`config.mk`:
```
export PLATFORM = sky130hd
export DESIGN_NAME = nvs_i2c_slave
export DESIGN_NICKNAME = d
export VERILOG_FILES = /design/src/core/nvs_array.v /design/src/core/nvs_i2c_slave.v
export VERILOG_INCLUDE_DIRS = /design/src /design/src/core
export SDC_FILE = /design/constraint.sdc
export NUM_CORES = 2
export LEC_CHECK = 0
export BUFFER_PORTS_ARGS = -buffer_cell sky130_fd_sc_hd__buf_4
export CAP_MARGIN = 20
export CORE_MARGIN = 2
export CORE_UTILIZATION = 56
export DETAILED_ROUTE_END_ITERATION = 10
export HOLD_SLACK_MARGIN = 0.05
export MAX_ROUTING_LAYER = met4
export PLACE_DENSITY = 0.75
export SYNTH_ARGS = -nofsm -noshare
export SYNTH_HDL_FRONTEND = slang
export SYNTH_SLANG_ARGS = --single-unit
```
`constraint.sdc`:
```
create_clock -name CLK_SYS_I -period 8.5 [get_ports CLK_SYS_I]
set_clock_uncertainty 0.15 [all_clocks]
set_input_delay 0.425 -clock CLK_SYS_I [delete_from_list [all_inputs] [get_ports CLK_SYS_I]]
set_output_delay 0.425 -clock CLK_SYS_I [all_outputs]
set_load 0.02 [all_outputs]
```
`src/core/nvs_defines.vh`:
```
// Constants for the serial nonvolatile byte memory slave
`ifndef NVS_DEFINES_VH
`define NVS_DEFINES_VH

// Array geometry
`define NVS_ADDR_W 9
`define NVS_DATA_W 8
`define NVS_DEPTH 512

// Slave address byte field positions
`define NVS_SA_TYPE_HI 7
`define NVS_SA_TYPE_LO 4
`define NVS_SA_CS_HI 3
`define NVS_SA_CS_LO 2
`define NVS_SA_PAGE 1
`define NVS_SA_RW 0

// Bit counts within one byte
`define NVS_LAST_BIT 4'h7
`define NVS_BYTE_END 4'h8
`define NVS_CNT_ZERO 4'h0
`define NVS_CNT_ONE 4'h1

// Reset values
`define NVS_ADDR_RST 9'h000
`define NVS_BYTE_RST 8'h00

// Number of synchronised pin inputs
`define NVS_SYNC_W 5

`endif

```
`src/core/nvs_array.v`:
```
// Flip-flop storage for the 512 x 8 byte array
`timescale 1ns/1ps
`include "nvs_defines.vh"

module nvs_array (
   input wire clk_i,
   input wire we_i,
   input wire [`NVS_ADDR_W-1:0] waddr_i,
   input wire [`NVS_DATA_W-1:0] wdata_i,
   input wire [`NVS_ADDR_W-1:0] raddr_i,
   output wire [`NVS_DATA_W-1:0] rdata_o
);

   // Storage cells, contents unknown until written
   reg [`NVS_DATA_W-1:0] cells [0:`NVS_DEPTH-1];

   ////////////////////////////////////////////////////////////////
   // Single write port, one byte per strobe
   always @(posedge clk_i) begin
      if (we_i) begin
         cells[waddr_i] <= wdata_i;
      end
   end

   // Read port, no latency
   assign rdata_o = cells[raddr_i];

endmodule

```
`src/core/nvs_i2c_slave.v`:
```
// Two-wire slave front end for a 512 x 8 nonvolatile byte memory
//
// Behaviour
// - STOP: SDA rises while SCL high
// - STOP abandons any transaction, back to idle
// - START: SDA falls while SCL high
// - START anywhere restarts slave address reception
// - SDA sampled only while SCL high
// - Ninth clock carries acknowledge from receiver
// - Missing master acknowledge ends the operation
// - Upper nibble must match device type
// - Bits 3-2 must match chip-select straps
// - Bit 1 selects 256-byte half
// - Bit 0: one reads, zero writes
// - Write: next byte loads low address
// - Read: page bit plus latched low byte
// - Address increments per byte, wraps to zero
// - No limit on bytes per transaction
// - Read: send eight bits, then check acknowledge
// - Write: take eight bits, then acknowledge
// - Bytes travel most significant bit first
// - Array written at eighth data bit
// - No busy period after a write
// - Write protect refuses data, holds address
// - Sample on SCL rise, drive on fall
// - Repeated START turns write into read
// - Read data starts right after address acknowledge
`timescale 1ns/1ps
`include "nvs_defines.vh"

module nvs_i2c_slave #(
   // Device type code; value is arbitrary
   parameter [3:0] DEV_TYPE = 4'h6
) (
   input wire CLK_SYS_I,
   input wire RST_I,
   input wire SCL_I,
   input wire SDA_I,
   input wire [1:0] CHIP_SELECT_STRAPS_I,
   input wire WRITE_PROTECT_I,
   output wire SDA_O,
   output wire SDA_OE_O,
   output wire BUSY_O,
   output wire SELECTED_O,
   output wire WP_BLOCK_O
);

   ////////////////////////////////////////////////////////////////
   // One-hot states
   localparam [8:0] ST_IDLE = 9'h001;
   localparam [8:0] ST_SLV = 9'h002;
   localparam [8:0] ST_SACK = 9'h004;
   localparam [8:0] ST_WORD = 9'h008;
   localparam [8:0] ST_WACK = 9'h010;
   localparam [8:0] ST_WDAT = 9'h020;
   localparam [8:0] ST_DACK = 9'h040;
   localparam [8:0] ST_RDAT = 9'h080;
   localparam [8:0] ST_MACK = 9'h100;

   ////////////////////////////////////////////////////////////////
   // Declarations
   wire [`NVS_SYNC_W-1:0] pin_raw;
   reg [`NVS_SYNC_W-1:0] sync_a;
   reg [`NVS_SYNC_W-1:0] sync_b;
   reg scl_prev;
   reg sda_prev;
   wire scl_s;
   wire sda_s;
   wire wp_s;
   wire [1:0] cs_s;
   wire scl_rise;
   wire scl_fall;
   wire start_det;
   wire stop_det;
   reg [8:0] state;
   reg [3:0] cnt;
   reg [7:0] rx;
   wire [7:0] next_rx;
   reg [7:0] tx;
   reg page;
   reg ack_en;
   reg mack;
   reg [`NVS_ADDR_W-1:0] addr;
   wire [`NVS_ADDR_W-1:0] next_addr;
   reg mem_we;
   reg [`NVS_ADDR_W-1:0] mem_waddr;
   reg [`NVS_DATA_W-1:0] mem_wdata;
   wire [`NVS_DATA_W-1:0] mem_rdata;
   reg sda_low;
   reg sda_oe;
   reg busy;
   reg selected;
   reg wp_block;

   ////////////////////////////////////////////////////////////////
   // Slave address check against type code and straps
   function addr_match;
      input [7:0] sa;
      input [1:0] straps;
      begin
         addr_match = (sa[`NVS_SA_TYPE_HI:`NVS_SA_TYPE_LO] == DEV_TYPE) &&
            (sa[`NVS_SA_CS_HI:`NVS_SA_CS_LO] == straps);
      end
   endfunction

   ////////////////////////////////////////////////////////////////
   // Two-stage synchronisers for every pin input
   assign pin_raw = {CHIP_SELECT_STRAPS_I, WRITE_PROTECT_I, SDA_I, SCL_I};

   genvar gi;
   generate
      for (gi = 0; gi < `NVS_SYNC_W; gi = gi + 1) begin : g_sync
         always @(posedge CLK_SYS_I) begin
            if (RST_I) begin
               sync_a[gi] <= 1'b1;
               sync_b[gi] <= 1'b1;
            end else begin
               sync_a[gi] <= pin_raw[gi];
               sync_b[gi] <= sync_a[gi];
            end
         end
      end
   endgenerate

   // Synchronised pin levels
   assign scl_s = sync_b[0];
   assign sda_s = sync_b[1];
   assign wp_s = sync_b[2];
   assign cs_s = sync_b[4:3];

   ////////////////////////////////////////////////////////////////
   // Previous levels for edge finding
   always @(posedge CLK_SYS_I) begin
      if (RST_I) begin
         scl_prev <= 1'b1;
         sda_prev <= 1'b1;
      end else begin
         scl_prev <= scl_s;
         sda_prev <= sda_s;
      end
   end

   // Edges and bus conditions on synchronised lines
   assign scl_rise = scl_s & ~scl_prev;
   assign scl_fall = ~scl_s & scl_prev;
   assign start_det = scl_s & scl_prev & sda_prev & ~sda_s;
   assign stop_det = scl_s & scl_prev & ~sda_prev & sda_s;

   // Incoming byte, most significant bit first
   assign next_rx = {rx[6:0], sda_s};

   // Address latch step with wrap from top to zero
   assign next_addr = addr + 9'h001;

   ////////////////////////////////////////////////////////////////
   // Byte array
   nvs_array u_array (
      .clk_i(CLK_SYS_I),
      .we_i(mem_we),
      .waddr_i(mem_waddr),
      .wdata_i(mem_wdata),
      .raddr_i(addr),
      .rdata_o(mem_rdata)
   );

   ////////////////////////////////////////////////////////////////
   // Protocol state machine
   always @(posedge CLK_SYS_I) begin
      if (RST_I) begin
         state <= ST_IDLE;
         cnt <= `NVS_CNT_ZERO;
         rx <= `NVS_BYTE_RST;
         tx <= `NVS_BYTE_RST;
         page <= 1'b0;
         ack_en <= 1'b0;
         mack <= 1'b0;
         addr <= `NVS_ADDR_RST;
         mem_we <= 1'b0;
         mem_waddr <= `NVS_ADDR_RST;
         mem_wdata <= `NVS_BYTE_RST;
         sda_oe <= 1'b0;
         wp_block <= 1'b0;
      end else begin
         mem_we <= 1'b0;
         wp_block <= 1'b0;
         if (start_det) begin
            // Fresh slave address after any START
            state <= ST_SLV;
            cnt <= `NVS_CNT_ZERO;
            mack <= 1'b0;
            sda_oe <= 1'b0;
         end else if (stop_det) begin
            // Drop whatever was under way
            state <= ST_IDLE;
            cnt <= `NVS_CNT_ZERO;
            mack <= 1'b0;
            sda_oe <= 1'b0;
         end else begin
            case (state)
               ST_IDLE: begin
                  cnt <= `NVS_CNT_ZERO;
               end
               ST_SLV: begin
                  if (scl_rise) begin
                     rx <= next_rx;
                     cnt <= cnt + `NVS_CNT_ONE;
                     if (cnt == `NVS_LAST_BIT) begin
                        cnt <= `NVS_CNT_ZERO;
                        if (addr_match(next_rx, cs_s)) begin
                           page <= next_rx[`NVS_SA_PAGE];
                           if (next_rx[`NVS_SA_RW]) begin
                              addr[8] <= next_rx[`NVS_SA_PAGE];
                           end
                           ack_en <= 1'b1;
                           state <= ST_SACK;
                        end else begin
                           state <= ST_IDLE;
                        end
                     end
                  end
               end
               ST_WORD: begin
                  if (scl_rise) begin
                     rx <= next_rx;
                     cnt <= cnt + `NVS_CNT_ONE;
                     if (cnt == `NVS_LAST_BIT) begin
                        cnt <= `NVS_CNT_ZERO;
                        addr <= {page, next_rx};
                        ack_en <= 1'b1;
                        state <= ST_WACK;
                     end
                  end
               end
               ST_WDAT: begin
                  if (scl_rise) begin
                     rx <= next_rx;
                     cnt <= cnt + `NVS_CNT_ONE;
                     if (cnt == `NVS_LAST_BIT) begin
                        cnt <= `NVS_CNT_ZERO;
                        state <= ST_DACK;
                        if (wp_s) begin
                           // Protected: no ack, address held
                           ack_en <= 1'b0;
                           wp_block <= 1'b1;
                        end else begin
                           mem_we <= 1'b1;
                           mem_waddr <= addr;
                           mem_wdata <= next_rx;
                           addr <= next_addr;
                           ack_en <= 1'b1;
                        end
                     end
                  end
               end
               ST_SACK, ST_WACK, ST_DACK: begin
                  // Ninth clock: drive low on first fall if ack_en, free on second unless a read starts
                  if (scl_fall) begin
                     if (cnt == `NVS_CNT_ZERO) begin
                        cnt <= `NVS_CNT_ONE;
                        sda_oe <= ack_en;
                     end else begin
                        cnt <= `NVS_CNT_ZERO;
                        sda_oe <= 1'b0;
                        if (state == ST_SACK) begin
                           if (rx[`NVS_SA_RW]) begin
                              // First read bit on the very next fall
                              sda_oe <= ~mem_rdata[7];
                              tx <= {mem_rdata[6:0], 1'b0};
                              cnt <= `NVS_CNT_ONE;
                              state <= ST_RDAT;
                           end else begin
                              state <= ST_WORD;
                           end
                        end else if (state == ST_WACK) begin
                           state <= ST_WDAT;
                        end else if (ack_en) begin
                           state <= ST_WDAT;
                        end else begin
                           state <= ST_IDLE;
                        end
                     end
                  end
               end
               ST_RDAT: begin
                  if (scl_fall) begin
                     if (cnt == `NVS_BYTE_END) begin
                        // Release for master ack, step address first
                        sda_oe <= 1'b0;
                        addr <= next_addr;
                        cnt <= `NVS_CNT_ZERO;
                        state <= ST_MACK;
                     end else begin
                        sda_oe <= ~tx[7];
                        tx <= {tx[6:0], 1'b0};
                        cnt <= cnt + `NVS_CNT_ONE;
                     end
                  end
               end
               ST_MACK: begin
                  if (scl_rise) begin
                     if (sda_s) begin
                        state <= ST_IDLE;
                     end else begin
                        mack <= 1'b1;
                     end
                  end else if (scl_fall && mack) begin
                     // Acknowledged: next sequential byte
                     mack <= 1'b0;
                     sda_oe <= ~mem_rdata[7];
                     tx <= {mem_rdata[6:0], 1'b0};
                     cnt <= `NVS_CNT_ONE;
                     state <= ST_RDAT;
                  end
               end
               default: begin
                  state <= ST_IDLE;
                  cnt <= `NVS_CNT_ZERO;
                  sda_oe <= 1'b0;
               end
            endcase
         end
      end
   end

   ////////////////////////////////////////////////////////////////
   // Status flags from current state
   always @(posedge CLK_SYS_I) begin
      if (RST_I) begin
         busy <= 1'b0;
         selected <= 1'b0;
         sda_low <= 1'b0;
      end else begin
         busy <= (state != ST_IDLE);
         selected <= (state != ST_IDLE) && (state != ST_SLV);
         sda_low <= 1'b0; // Open drain: only ever pulls low
      end
   end

   ////////////////////////////////////////////////////////////////
   // Outputs straight from flip-flops
   assign SDA_O = sda_low;
   assign SDA_OE_O = sda_oe;
   assign BUSY_O = busy;
   assign SELECTED_O = selected;
   assign WP_BLOCK_O = wp_block;

endmodule

```
==> results_dict.tcl <==
set metrics [dict create \
    status "completed" \
    cp.arrival_ns 5.95 \
    r2r_slack_ns 3.17 \
    grt_first_pass_wirelength_um 614000 \
    fmax_mhz 188 \
    grt_overflow 0 \
    wl_per_cell_um 37.0 \
    seq_area_frac_synth_pct 76.7 \
    worst-r2r-cell-count 10 \
    fp.dieH_um 542 \
    synth-edff-count 4096 \
    core_mm2 0.288 \
    die_area_mm2 0.294 \
    path_max_fanout 32 \
    drv_slew 0 \
    synth_fp_nets 7580 \
    grt_max_degree 265 \
    synth_top_cell_by_area "edfxtp_1" \
    start_util_pct 56.3 \
    r2r-end "tx[3]" \
    worst_slew_pin_slew_ns 1.43 \
    fillers 18600 \
    post_cts_resized 0 \
    setup_violations 0 \
    synthCells 7570 \
    drt_iter0_drc 15200 \
    reg2reg_from "addr[0]" \
    cts_tree "done" \
    max_cap_viol_count 0 \
    final_common_cell "edfxtp_1" \
    hpwl_um 250000 \
    clk_latency_ns 0.95 \
    tns_ns 0 \
    hold_viol_final 0 \
    rsz0062_at_grt "no" \
    numCtsBuffers 399 \
    nets 7695 \
    yosysTopAreaCellShare_pct 75.8 \
    worstSetupPathType "flop to flop" \
    critical_path_required_ns 9.13 \
    synth_cell_types 77 \
    grt_antenna_before_repair 20 \
    die_x_um 542 \
    clkSinkCount 4169 \
    worst_hold_path_type "input port to flop" \
    drt_first_pass_iters 8 \
    area.growth.synth_to_final_pct 10.5 \
    placed_cell_area_mm2 0.166 \
    yosysWarnings 0 \
    rows 197 \
    critPathCaptureType "flop" \
    grt_pass1_vias 80500 \
    ys_ff_latch 4169 \
    synth_area_leaders "edfxtp_1 76%, mux4_2 15%, mux2i_1 1.7%, nor2_1 1.4%, dfxtp_1 0.90%" \
    drc 0 \
    crit_start "addr[0]" \
    place.gp.congestion 0.923 \
    design_area_mm2 0.179 \
    cts_root_buffer "clkbuf_16" \
    synth_area_mm2 0.162 \
    slew_headroom_pct 4.65 \
    synthArstFlopShare_pct 0 \
    drive_gt1_share_pct 23.7 \
    crit_path_start_kind "flop" \
    p_per_area_mw_per_mm2 222 \
    vias_per_cell 7.05 \
    ant_nets 0 \
    clk_path_buf_depth 4 \
    dominantRegCellSynth "edfxtp_1" \
    port_buffers 10 \
    via_count 83300 \
    synth_area_per_cell_um2 21.4 \
    cp-endpoint "tx[3]" \
    static-leakage-power_nw 54.4 \
    track_usage_pct 30.6 \
    min_period_ns 5.33 \
    io-pin-count 12 \
    routed_wl_um 438000 \
    max-vdd-ir-drop_uv 201 \
    htree_levels 5 \
    fin_crit_sh_pct 62.7 \
    final_cell_mix "4,096 x edfxtp_1, 1,063 x mux4_2, 615 x nor2_1, 406 x clkbuf_16, 270 x mux2i_1" \
    path_clk_slew_ns 0.07 \
]
[report_power, final]
group / total [mW] / internal (mW) / switching (mW) / leakage (nW)
combinational: 0.0551 / 0.0186 / 0.0365 / 9.65
clock: 17.4 / 9.81 / 7.64 / 6.22
sequential: 22.2 / 22.2 / 0.00702 / 38.5
total: 39.7 / 32.0 / 7.68 / 54.4
[critical path, stage by stage, from the launching register on]
cell	delay, ns
dfxtp_4	0.92
buf_4	0.69
buf_4	0.59
mux4_2	0.58
mux2i_1	0.13
o21ai_0	0.17
a2111oi_2	1.05
a2111oi_0	0.21
dlymetal6s2s_1	0.29
a31oi_1	0.22
a221oi_1	0.11
[per-layer routing]
metal  track usage, %  routed length, µm  share of wire [%]  up-vias
li1                 -                  -                  -    31900
met3             8.70              62000                 14     1182
met5                -                  0                  0        -
met4             14.0              23200                5.3        0
met1             40.6             152000                 35    43300
met2             44.3             201000                 46     6979
[registers in the layout (all words and copies together) (netlist names), 2 cells and up]
| signal | flops |
|---|---|
| addr | 9 |
| cnt | 4 |
| cs_s | 2 |
| mem_waddr | 9 |
| mem_wdata | 8 |
| rx | 7 |
| state | 9 |
| sync_a | 5 |
| tx | 7 |
| u_array.cells | 4096 |
[cell usage after synthesis, types with 7 or more instances]
library cell     n
buf_1           34
inv_1            7
dfxtp_1         73
mux4_1           8
nor4_1          10
a22o_1          12
or2_2           19
nand3_1         68
a211oi_1        27
buf_2          124
clkbuf_1       199
o22ai_1         27
nor2b_1         21
a22oi_1        119
and3_1          14
buf_8            7
nor3b_1          9
mux2i_1        270
or3_1           10
o21ai_0         60
a211o_1          7
buf_6           46
nand2_1        174
nor2_1         624
edfxtp_1      4096
a2111oi_0       11
nand4_1         13
nor3_1          24
mux4_2        1063
o211ai_1        24
o221ai_1        19
a221oi_1        34
a21oi_1        106
nand2b_1        15
and2_1          11
buf_4           62
a31oi_1         21
a311oi_1         7
[layout make-up]
cell class / count / area (µm²) / area share (%)
flip-flops and latches: 4169 / 125000 / 69.5
multi-input cells: 2919 / 35400 / 19.7
clock buffers: 500 / 10600 / 5.92
well taps: 3781 / 4730 / 2.64
clock inverters: 231 / 2110 / 1.18
repair buffers: 188 / 1780 / 0.994
diodes: 28 / 70.1 / 0.0391
inverters: 8 / 37.5 / 0.0209
[how the worst min path moves through the flow]
| stage | from | cells past startpoint | to | slack [ns] |
|---|---|---|---|---|
| finish | CHIP_SELECT_STRAPS_I[0] | 3 | sync_a[3] | 0.09 |
| global route | CHIP_SELECT_STRAPS_I[0] | 3 | sync_a[3] | 0.11 |
| CTS | CHIP_SELECT_STRAPS_I[0] | 3 | sync_a[3] | 0.05 |
| detailed placement | sync_a[0] | 1 | scl_s | 0.25 |
| global placement | sync_a[4] | 1 | cs_s[1] | 0.25 |
| floorplan | sync_a[3] | 1 | cs_s[0] | 0.24 |
[what timing repair did]
action / in CTS / in global routing
endpoints found under the hold margin: 48 / 0
buffers inserted: 0 / 0
hold buffers: 7 / 0
[cell families after synthesis]
kind of cell / Yosys count / share of synthesized area [%]
AOI/OAI and AO/OA: 529 / 2.27
muxes: 1347 / 16.6
DFF: 4169 / 76.7
and+or+nand+nor: 1033 / 2.72
xor gates and xnor gates: 6 / 0.0324
buffers and inverters: 482 / 1.64
adders and majority gates: 3 / 0.0231
other: 1 / 0.00231
[metrics by stage]
stage | worst slack [ns] | util [%] | hold WS, ns | instances | power (mW)
3_5_place_dp | 2.96 | 57.7 | 0.247 | 11000 | 22.7
4_1_cts | 2.99 | 62.1 | 0.0529 | 11800 | 39.8
3_3_place_gp | 2.87 | 57.7 | 0.251 | 11000 | 22.7
5_1_grt | 2.99 | 62.2 | 0.112 | 11800 | 40.5
6_report | 3.17 | 62.2 | 0.0928 | 11800 | 39.7
2_1_floorplan | 0.328 | - | 0.239 | 7570 | 22.7
No activity file was read; power rests on OpenSTA's default activity.
